`config.mk`:
```
export PLATFORM = sky130hd
export DESIGN_NAME = ddc_control_regs
export DESIGN_NICKNAME = d
export VERILOG_FILES = /design/src/hdl/ddc_pkg.sv /design/src/hdl/ddc_test_gen.sv /design/src/hdl/ddc_second_stage.sv /design/src/hdl/ddc_control_regs.sv
export SDC_FILE = /design/constraint.sdc
export NUM_CORES = 1
export LEC_CHECK = 0
export BUFFER_PORTS_ARGS = -buffer_cell sky130_fd_sc_hd__buf_4
export CORE_UTILIZATION = 50
export CTS_CLUSTER_DIAMETER = 80
export DETAILED_ROUTE_END_ITERATION = 12
export GPL_ROUTABILITY_DRIVEN = 0
export PLACE_DENSITY = 0.74
export REMOVE_ABC_BUFFERS = 1
export SETUP_SLACK_MARGIN = 0.05
export SLEW_MARGIN = 20
export SYNTH_ARGS = -nofsm -noshare
export SYNTH_HDL_FRONTEND = slang
export SYNTH_SLANG_ARGS = --single-unit
```
`constraint.sdc`:
```
create_clock -name clk_i -period 3.3 [get_ports clk_i]
set_input_delay 0.495 -clock clk_i [delete_from_list [all_inputs] [get_ports clk_i]]
set_output_delay 0.495 -clock clk_i [all_outputs]
set_load 0.005 [all_outputs]
```
`src/hdl/ddc_pkg.sv`:
```
// Constants, types and helpers shared by the downconverter control bank.
// Assumes one sample clock, a synchronous active-high reset and an APB master.
// How it works
// RULE_01 - Top offset byte holds bits 47..40 of the two's complement phase offset.
// RULE_02 - Five lower offset bytes sit in consecutive registers, least significant first.
// RULE_03 - Q test enable swaps first downconverter Q samples for generator B output.
// RULE_04 - I test enable swaps first downconverter I samples for generator A output.
// RULE_05 - Generator pattern comes from a separate four-bit select field.
// RULE_06 - Mixer select zero gives a real mixer; software routes one channel.
// RULE_07 - Mixer select one gives a complex mixer; software routes quadrature channels.
// RULE_08 - Gain select one multiplies the second downconverter output by two.
// RULE_09 - IF mode field: variable, zero hertz, sample rate, test.
// RULE_10 - Complex-to-real clear: both I and Q outputs carry valid data.
// RULE_11 - Complex-to-real set: extra quarter-sample-rate mixing, only real I output.
// RULE_12 - Reserved bits read zero and writes to them change nothing.
package ddc_pkg;

  // ==========================================================
  // Widths
  localparam int SAMPLE_W = 16;
  localparam int APB_ADDR_W = 13;
  localparam int PHASE_OFS_BYTES = 6;

  // ==========================================================
  // Register indices; byte address is four times the index
  localparam logic [11:0] IDX_PHASE_OFS0 = 12'h31D;
  localparam logic [11:0] IDX_PHASE_OFS5 = 12'h322;
  localparam logic [11:0] IDX_TEST_EN = 12'h327;
  localparam logic [11:0] IDX_SECOND_CTRL = 12'h330;
  localparam logic [11:0] IDX_PATTERN_SEL = 12'h550;

  // ==========================================================
  // Field positions and writable masks
  localparam int TEST_EN_I_BIT = 0;
  localparam int TEST_EN_Q_BIT = 2;
  localparam int C2R_BIT = 3;
  localparam int IF_MODE_LSB = 4;
  localparam int GAIN_BIT = 6;
  localparam int MIX_BIT = 7;
  localparam logic [7:0] TEST_EN_MASK = 8'h05;
  localparam logic [7:0] SECOND_CTRL_MASK = 8'hF8;
  localparam logic [7:0] PATTERN_MASK = 8'h0F;

  // ==========================================================
  // Values after reset
  localparam logic [7:0] PHASE_OFS_RST = 8'h00;
  localparam logic [7:0] TEST_EN_RST = 8'h00;
  localparam logic [7:0] SECOND_CTRL_RST = 8'h00;
  localparam logic [7:0] PATTERN_RST = 8'h00;
  localparam logic [1:0] C2R_PHASE_RST = 2'h0;

  // ==========================================================
  // Types
  typedef enum logic [1:0] {
    DDC_IF_VARIABLE = 2'b00,
    DDC_IF_ZERO_HZ = 2'b01,
    DDC_IF_FS = 2'b10,
    DDC_IF_TEST = 2'b11
  } ddc_if_mode_t;

  typedef enum logic [3:0] {
    DDC_PAT_OFF = 4'b0000,
    DDC_PAT_MIDSCALE = 4'b0001,
    DDC_PAT_POS_FS = 4'b0010,
    DDC_PAT_NEG_FS = 4'b0011,
    DDC_PAT_CHECKER = 4'b0100,
    DDC_PAT_RAMP = 4'b0101
  } ddc_pat_t;

  typedef struct packed {
    logic signed [SAMPLE_W-1:0] i;
    logic signed [SAMPLE_W-1:0] q;
  } ddc_iq_t;

  typedef struct packed {
    logic complex_mix;
    logic gain_x2;
    ddc_if_mode_t if_mode;
    logic c2r;
  } ddc_ctrl_t;

  // ==========================================================
  // Saturating helpers, shared by the output stage
  function automatic logic signed [SAMPLE_W-1:0] ddc_sat_dbl(input logic signed [SAMPLE_W-1:0] x);
    if (x[SAMPLE_W-1] != x[SAMPLE_W-2]) begin
      return x[SAMPLE_W-1] ? {1'b1, {(SAMPLE_W-1){1'b0}}} : {1'b0, {(SAMPLE_W-1){1'b1}}};
    end
    return {x[SAMPLE_W-2:0], 1'b0};
  endfunction : ddc_sat_dbl

  function automatic logic signed [SAMPLE_W-1:0] ddc_sat_neg(input logic signed [SAMPLE_W-1:0] x);
    if (x == {1'b1, {(SAMPLE_W-1){1'b0}}}) begin
      return {1'b0, {(SAMPLE_W-1){1'b1}}};
    end
    return -x;
  endfunction : ddc_sat_neg

endpackage : ddc_pkg

```
`src/hdl/ddc_test_gen.sv`:
```
// Test pattern generator feeding one sample lane.
// Assumes the select field is steady-state register content on the same clock.
`timescale 1ns/1ps
`default_nettype none
module ddc_test_gen import ddc_pkg::*; #(
  parameter int W = SAMPLE_W,
  parameter bit ALT_PHASE = 1'b0
) (
  input wire logic clk_i,
  input wire logic rst_i,
  input wire logic ce_i,
  input wire logic [3:0] pattern_i,
  output logic [W-1:0] data_o
);

  // Checkerboard needs an even width to tile the two-bit cell
  if (W < 4 || W % 2 != 0) begin : g_width_check
    $error("ddc_test_gen: width must be even and at least four");
  end

  logic [W-1:0] ramp_r;
  logic flip_r;

  // ==========================================================
  // Free-running pattern state
  always_ff @(posedge clk_i) begin
    if (rst_i) begin
      ramp_r <= '0;
      flip_r <= 1'b0;
    end else if (ce_i) begin
      ramp_r <= ramp_r + 1'b1;
      flip_r <= ~flip_r;
    end
  end

  // ==========================================================
  // RULE_05 pattern from select
  always_ff @(posedge clk_i) begin
    if (rst_i) begin
      data_o <= '0;
    end else if (ce_i) begin
      case (ddc_pat_t'(pattern_i))
        DDC_PAT_MIDSCALE: data_o <= '0;
        DDC_PAT_POS_FS: data_o <= {1'b0, {(W-1){1'b1}}};
        DDC_PAT_NEG_FS: data_o <= {1'b1, {(W-1){1'b0}}};
        DDC_PAT_CHECKER: data_o <= (flip_r ^ ALT_PHASE) ? {(W/2){2'b10}} : {(W/2){2'b01}};
        DDC_PAT_RAMP: data_o <= ramp_r;
        default: data_o <= '0;
      endcase
    end
  end

endmodule : ddc_test_gen
`default_nettype wire

```
`src/hdl/ddc_second_stage.sv`:
```
// Output stage of the second downconverter: mixer routing, gain, complex to real.
// Assumes samples and control arrive on the same clock, already synchronous.
`timescale 1ns/1ps
`default_nettype none
module ddc_second_stage import ddc_pkg::*; (
  input wire logic clk_i,
  input wire logic rst_i,
  input wire logic ce_i,
  input wire ddc_ctrl_t ctrl_i,
  input wire ddc_iq_t data_i,
  input wire logic valid_i,
  output ddc_iq_t data_o,
  output logic i_valid_o,
  output logic q_valid_o
);

  ddc_iq_t mix;
  ddc_iq_t gained;
  logic signed [SAMPLE_W-1:0] real_nxt;
  logic [1:0] phase_r;

  always_comb begin
    // RULE_06 real mixer, one lane
    mix.i = data_i.i;
    mix.q = ctrl_i.complex_mix ? data_i.q : data_i.i;
    // RULE_08 optional times two
    gained.i = ctrl_i.gain_x2 ? ddc_sat_dbl(mix.i) : mix.i;
    gained.q = ctrl_i.gain_x2 ? ddc_sat_dbl(mix.q) : mix.q;
    // RULE_11 quarter-rate rotation
    case (phase_r)
      2'd0: real_nxt = gained.i;
      2'd1: real_nxt = ddc_sat_neg(gained.q);
      2'd2: real_nxt = ddc_sat_neg(gained.i);
      default: real_nxt = gained.q;
    endcase
  end

  always_ff @(posedge clk_i) begin
    if (rst_i) begin
      phase_r <= C2R_PHASE_RST;
    end else if (ce_i && valid_i) begin
      phase_r <= ctrl_i.c2r ? phase_r + 2'd1 : C2R_PHASE_RST;
    end
  end

  always_ff @(posedge clk_i) begin
    if (rst_i) begin
      data_o <= '0;
      i_valid_o <= 1'b0;
      q_valid_o <= 1'b0;
    end else if (ce_i) begin
      i_valid_o <= valid_i;
      if (ctrl_i.c2r) begin
        // RULE_11 real I only
        data_o.i <= real_nxt;
        data_o.q <= '0;
        q_valid_o <= 1'b0;
      end else begin
        // RULE_10 both lanes valid
        data_o <= gained;
        q_valid_o <= valid_i;
      end
    end
  end

endmodule : ddc_second_stage
`default_nettype wire

```
`src/hdl/ddc_control_regs.sv`:
```
// Downconverter control bank: APB registers, test substitution, second stage.
// Assumes an APB master on clk_i; sample lanes come from logic on clk_i.
`timescale 1ns/1ps
`default_nettype none
module ddc_control_regs import ddc_pkg::*; #(
  parameter int ADDR_W = APB_ADDR_W
) (
  input wire logic clk_i,
  input wire logic rst_i,
  input wire logic ce_i,
  input wire logic psel_i,
  input wire logic penable_i,
  input wire logic pwrite_i,
  input wire logic [ADDR_W-1:0] paddr_i,
  input wire logic [31:0] pwdata_i,
  input wire logic [3:0] pstrb_i,
  output logic [31:0] prdata_o,
  output logic pready_o,
  output logic pslverr_o,
  input wire ddc_iq_t first_in_i,
  input wire logic first_valid_i,
  output ddc_iq_t first_out_o,
  output logic first_valid_o,
  input wire ddc_iq_t second_in_i,
  input wire logic second_valid_i,
  output ddc_iq_t second_out_o,
  output logic second_i_valid_o,
  output logic second_q_valid_o,
  output logic [47:0] phase_offset_o,
  output logic [1:0] if_mode_o,
  output logic mixer_complex_o
);

  // Highest index needs thirteen byte-address bits
  if (ADDR_W < 13) begin : g_addr_check
    $error("ddc_control_regs: address too narrow for the map");
  end

  // ==========================================================
  // Register state
  logic [7:0] phase_ofs_r [PHASE_OFS_BYTES];
  logic [7:0] test_en_r;
  logic [7:0] second_ctrl_r;
  logic [7:0] pattern_r;
  ddc_ctrl_t ctrl;

  // ==========================================================
  // Address decode
  logic [11:0] idx;
  logic aligned;
  logic hit_phase;
  logic hit_test;
  logic hit_ctrl;
  logic hit_pat;
  logic mapped;
  logic wr_fire;
  logic [2:0] phase_sel;
  logic [7:0] rd_byte;

  assign idx = 12'(paddr_i[ADDR_W-1:2]);
  assign aligned = (paddr_i[1:0] == 2'b00);
  // RULE_02 consecutive offset bytes
  assign hit_phase = aligned && idx >= IDX_PHASE_OFS0 && idx <= IDX_PHASE_OFS5;
  assign hit_test = aligned && idx == IDX_TEST_EN;
  assign hit_ctrl = aligned && idx == IDX_SECOND_CTRL;
  assign hit_pat = aligned && idx == IDX_PATTERN_SEL;
  assign mapped = hit_phase | hit_test | hit_ctrl | hit_pat;
  assign phase_sel = 3'(idx - IDX_PHASE_OFS0);

  // Write lands only at the access edge where pready is seen high
  assign wr_fire = ce_i && psel_i && penable_i && pready_o && pwrite_i && pstrb_i[0] && mapped;

  // ==========================================================
  // Read mux
  always_comb begin
    rd_byte = 8'h00;
    if (hit_phase) begin
      rd_byte = phase_ofs_r[phase_sel];
    end else if (hit_test) begin
      // RULE_12 reserved reads zero
      rd_byte = test_en_r & TEST_EN_MASK;
    end else if (hit_ctrl) begin
      rd_byte = second_ctrl_r & SECOND_CTRL_MASK;
    end else if (hit_pat) begin
      rd_byte = pattern_r & PATTERN_MASK;
    end
  end

  // ==========================================================
  // APB handshake: no wait state, answer registered at setup
  always_ff @(posedge clk_i) begin
    if (rst_i) begin
      pready_o <= 1'b0;
      prdata_o <= 32'h0000_0000;
      pslverr_o <= 1'b0;
    end else if (ce_i) begin
      if (psel_i && !penable_i) begin
        pready_o <= 1'b1;
        prdata_o <= (!pwrite_i) ? {24'h00_0000, rd_byte} : 32'h0000_0000;
        pslverr_o <= !mapped;
      end else begin
        pready_o <= 1'b0;
        prdata_o <= 32'h0000_0000;
        pslverr_o <= 1'b0;
      end
    end
  end

  // ==========================================================
  // Phase offset bytes
  always_ff @(posedge clk_i) begin
    if (rst_i) begin
      for (int k = 0; k < PHASE_OFS_BYTES; k++) begin
        phase_ofs_r[k] <= PHASE_OFS_RST;
      end
    end else if (wr_fire && hit_phase) begin
      phase_ofs_r[phase_sel] <= pwdata_i[7:0];
    end
  end

  // Word stays two's complement; the oscillator sign-extends from bit 47
  always_ff @(posedge clk_i) begin
    if (rst_i) begin
      phase_offset_o <= 48'h0000_0000_0000;
    end else if (ce_i) begin
      // RULE_01 top byte is 47..40
      phase_offset_o <= {phase_ofs_r[5], phase_ofs_r[4], phase_ofs_r[3],
                         phase_ofs_r[2], phase_ofs_r[1], phase_ofs_r[0]};
    end
  end

  // ==========================================================
  // Test enable, control and pattern select
  always_ff @(posedge clk_i) begin
    if (rst_i) begin
      test_en_r <= TEST_EN_RST;
    end else if (wr_fire && hit_test) begin
      // RULE_12 reserved writes dropped
      test_en_r <= pwdata_i[7:0] & TEST_EN_MASK;
    end
  end

  always_ff @(posedge clk_i) begin
    if (rst_i) begin
      second_ctrl_r <= SECOND_CTRL_RST;
    end else if (wr_fire && hit_ctrl) begin
      second_ctrl_r <= pwdata_i[7:0] & SECOND_CTRL_MASK;
    end
  end

  always_ff @(posedge clk_i) begin
    if (rst_i) begin
      pattern_r <= PATTERN_RST;
    end else if (wr_fire && hit_pat) begin
      pattern_r <= pwdata_i[7:0] & PATTERN_MASK;
    end
  end

  // ==========================================================
  // Control fields toward the second downconverter
  always_comb begin
    // RULE_06 RULE_07 mixer kind
    ctrl.complex_mix = second_ctrl_r[MIX_BIT];
    // RULE_08 gain select
    ctrl.gain_x2 = second_ctrl_r[GAIN_BIT];
    // RULE_09 IF mode decode
    ctrl.if_mode = ddc_if_mode_t'(second_ctrl_r[IF_MODE_LSB +: 2]);
    // RULE_10 RULE_11 output form
    ctrl.c2r = second_ctrl_r[C2R_BIT];
  end

  always_ff @(posedge clk_i) begin
    if (rst_i) begin
      if_mode_o <= DDC_IF_VARIABLE;
      mixer_complex_o <= 1'b0;
    end else if (ce_i) begin
      if_mode_o <= ctrl.if_mode;
      mixer_complex_o <= ctrl.complex_mix;
    end
  end

  // ==========================================================
  // First downconverter test substitution
  logic [SAMPLE_W-1:0] gen_a;
  logic [SAMPLE_W-1:0] gen_b;

  // RULE_05 one select, two generators
  ddc_test_gen #(
    .W(SAMPLE_W),
    .ALT_PHASE(1'b0)
  ) u_gen_a (
    .clk_i(clk_i),
    .rst_i(rst_i),
    .ce_i(ce_i),
    .pattern_i(pattern_r[3:0]),
    .data_o(gen_a)
  );

  ddc_test_gen #(
    .W(SAMPLE_W),
    .ALT_PHASE(1'b1)
  ) u_gen_b (
    .clk_i(clk_i),
    .rst_i(rst_i),
    .ce_i(ce_i),
    .pattern_i(pattern_r[3:0]),
    .data_o(gen_b)
  );

  // Generators run freely, so a pattern is not aligned to sample valid
  always_ff @(posedge clk_i) begin
    if (rst_i) begin
      first_out_o <= '0;
      first_valid_o <= 1'b0;
    end else if (ce_i) begin
      first_valid_o <= first_valid_i;
      // RULE_04 I from generator A
      first_out_o.i <= test_en_r[TEST_EN_I_BIT] ? gen_a : first_in_i.i;
      // RULE_03 Q from generator B
      first_out_o.q <= test_en_r[TEST_EN_Q_BIT] ? gen_b : first_in_i.q;
    end
  end

  // ==========================================================
  // Second downconverter output stage
  ddc_second_stage u_second (
    .clk_i(clk_i),
    .rst_i(rst_i),
    .ce_i(ce_i),
    .ctrl_i(ctrl),
    .data_i(second_in_i),
    .valid_i(second_valid_i),
    .data_o(second_out_o),
    .i_valid_o(second_i_valid_o),
    .q_valid_o(second_q_valid_o)
  );

endmodule : ddc_control_regs
`default_nettype wire

```
==> metrics <==
diode count=0; Die ar.=about 28,000 sq um; Via-to-Cell Ratio=5.807; clk_skew=approximately 16 ps; Buf/Inv on CP=1; type of the most critical hold path=input port to register; Setup crit start kind=register; vias in the first global route=roughly 11,000; share of power burned in registers=between 40 and 50%; status=completed; vias=approximately 12,000; maxcap violations=0; Boundary Pins=273; Tightest Pin Transition=between 1000 and 1500 ps; Crit path max-delay family=simple AND/OR/NAND/NOR gates; Clock Latency Late Sink=between 500 and 600 ps; largest area contributor in the netlist=dfxtp_1; sw frac=24.10%; crit path cell chain=mux2i_1 > ha_1 > o311ai_1 > or3_1 > nor3_1 > a31oi_1 > buf_4 > a311oi_2; DR WL/cell=approximately 18 um; endpoints failing hold=0; nets=between 1,500 and 2,000; H-tree depth=1; Yosys cell types=84; top cells by area, synth=dfxtp_1, edfxtp_1, mux2i_1, nor2_1, a21oi_1; Slew HR=around 28%; Syn. warnings=0; Synth Flop Type=dfxtp_1; global route overflow=0; Finished Layout Cells=approximately 2,100; most numerous cell in the Yosys netlist=nor2_1; initial antenna violation count=0; antenna viol nets, final=0; Pwr Total=between 7 and 8 mW; Synth async-reset ratio=0%; Worst Setup Slack, final=175.3 ps; post-route cell area=16,660 sq um; Starting DRT DRC Count=934; # Post-CTS Setup Buffers=0; Net Switching=around 1.9 mW; Gate power share=around 11%; Syn Inst Count=1,498; number of CTS-inserted buffers=29; largest net degree at the start of global routing=98; Max IR drop VDD=0.0003968 V; Pwr Density=465.3 nW/um^2; CP max FO=23; Residual DRC=0; detailed-route wire length=about 38,000 um; first-pass GRT wire length=60,270 um; worst path arrival time=around 3600 ps; setup slack after placement=-31.67 ps; CTS tree=built; top cells by count, synth=nor2_1, dfxtp_1, nand2_1, mux2i_1, a21oi_1; minimum clock period=roughly 3100 ps; P_int=between 5 and 6 mW; ratio of cells with drive above 1 in the final layout=between 20% and 30%; Port-buffer cells=roughly 220; Total GRT Usage=a little over a quarter; dpl cells=2,016; Initial Util=about half; Crit Path Class=register to register; CP max-delay cell=dfxtp_2; DIE HEIGHT=166.6 um; HPWL Detailed=roughly 27,000 um; clock buffer depth=3; Yosys top cell area share=between 30% and 40%; DP Area=15,660 sq um; synthesized flop and latch total=roughly 270; core area=26,350 sq um; Slew Limit Fails=0; drt first pass iters=6; WP data required=approximately 3800 ps; CP endpoint kind=register; die width=166.6 um; CTS root buffer=clkbuf_16; Final setup viols=0; Row Count=between 50 and 60; Mapped Avg Cell Area=9.047 sq um; Syn Std Cell Area=~14,000 sq um; Syn-to-layout area delta=22.91%; Seq/Total Area, Yosys=between 40 and 50%; Post-synth EDFFs=64; CTS Sinks=roughly 270; clk slew on worst S/H paths=approximately 60 ps; Leak=roughly 6.6 nW; setup_tns=0 ps; clock share of power=a little over two fifths; slowest stage delay, CP=a little over 600 ps; RSZ-0062 raised after global routing=false; Tcrit/Tclk final=~95%; Max Fclk=around 320 MHz
-- worst min-delay path, stage by stage --
cell and delay (ps):
buf_4 70, mux2i_1 60, nor2_1 90
-- power groups by stage --
stage               clock network [mW]  registers (mW)  logic (mW)
floorplan                            0            3.62       0.368
global placement                     0            3.62       0.809
detailed placement                   0            3.63       0.824
CTS                               3.41            3.56       0.830
global route                      3.57            3.57       0.908
finish                            3.36            3.56       0.835
-- repair_timing --
| item | CTS | global route |
|---|---|---|
| hold buffers | 0 | 0 |
| resized for setup | 0 | 2 |
| endpoints found under the setup margin | 0 | 15 |
-- layout make-up --
| cell class | count | area, sq um |
|---|---|---|
| multi-input cells | 1090 | 6853 |
| inverters | 30 | 112.6 |
| repair buffers | 290 | 2222 |
| clock inverters | 13 | 181.4 |
| fillers | 2225 | 9696 |
| clock buffers | 41 | 800.8 |
| well taps | 335 | 419.2 |
| flip-flops and latches | 271 | 6070 |
-- per-layer routing --
layer  vias to the layer above  global-route usage [%]  share of wire, %
met1                      5678                   36.07                42
li1                       5714                       -                 -
met4                         0                   11.23               3.9
met2                       534                   42.84                46
met3                        94                   4.349               8.2
met5                         -                       0                 0
-- logic make-up (layout without fill, tap and decap cells) --
| group | Yosys count | in the layout | share of synthesized area [%] |
|---|---|---|---|
| xor+xnor | 49 | 49 | 3.167 |
| buf+inv | 160 | 374 | 5.511 |
| simple gates | 554 | 554 | 18.37 |
| mux | 131 | 131 | 11.19 |
| compound gates | 315 | 315 | 15.41 |
| flops | 271 | 271 | 44.76 |
| other cells | 1 | 24 | 0.02767 |
| fa+ha+maj | 17 | 17 | 1.569 |
-- path summary, 6_finish.rpt --
kind	start	endpoint	slack, ps	cells past startpoint
worst min register to register	u_second.i_valid_o	u_second.i_valid_o	470	2
worst max register to register	second_ctrl_r[6]	u_second.data_o[20]	180	8
worst min-delay path	first_valid_i	first_valid_o	200	3
worst max-delay path	second_ctrl_r[6]	u_second.data_o[20]	180	8
-- through the flow --
step | util [%] | hold WS (ps)
2_1_floorplan | - | 443.2
3_3_place_gp | 59.41 | 457.4
3_5_place_dp | 59.41 | 461.8
4_1_cts | 63.13 | 182.5
5_1_grt | 63.21 | 191.3
6_report | 63.21 | 201.6
-- flip-flops by register name, summed over array words and instances (netlist names), 5 cells and up --
signal / flops
u_second.data_o: 32
phase_ofs_r: 64
phase_offset_o: 48
second_ctrl_r: 5
u_gen_b.data_o: 16
prdata_o: 8
u_gen_a.ramp_r: 16
u_gen_a.data_o: 16
first_out_o: 32
u_gen_b.ramp_r: 16
-- cells in the final DEF (no fill, tap or decap), types with 9 or more instances in the layout --
cell and count:
ha_1 16, and3_1 9, clkbuf_16 29, a211oi_1 34, inv_1 27, xor2_1 26, conb_1 24, nand4_1 11
o21ai_0 35, mux2i_1 114, nor2_1 277, nand2b_1 9, nand2_1 136, a22oi_1 31, nor3_1 17, a31oi_1 28
a21oi_1 102, clkbuf_1 9, a31o_2 9, and4_1 10, buf_4 285, mux4_2 16, edfxtp_1 64, xnor2_1 23
nand3_1 35, dfxtp_1 204
Note: power is estimated with default switching activity, not from simulation.
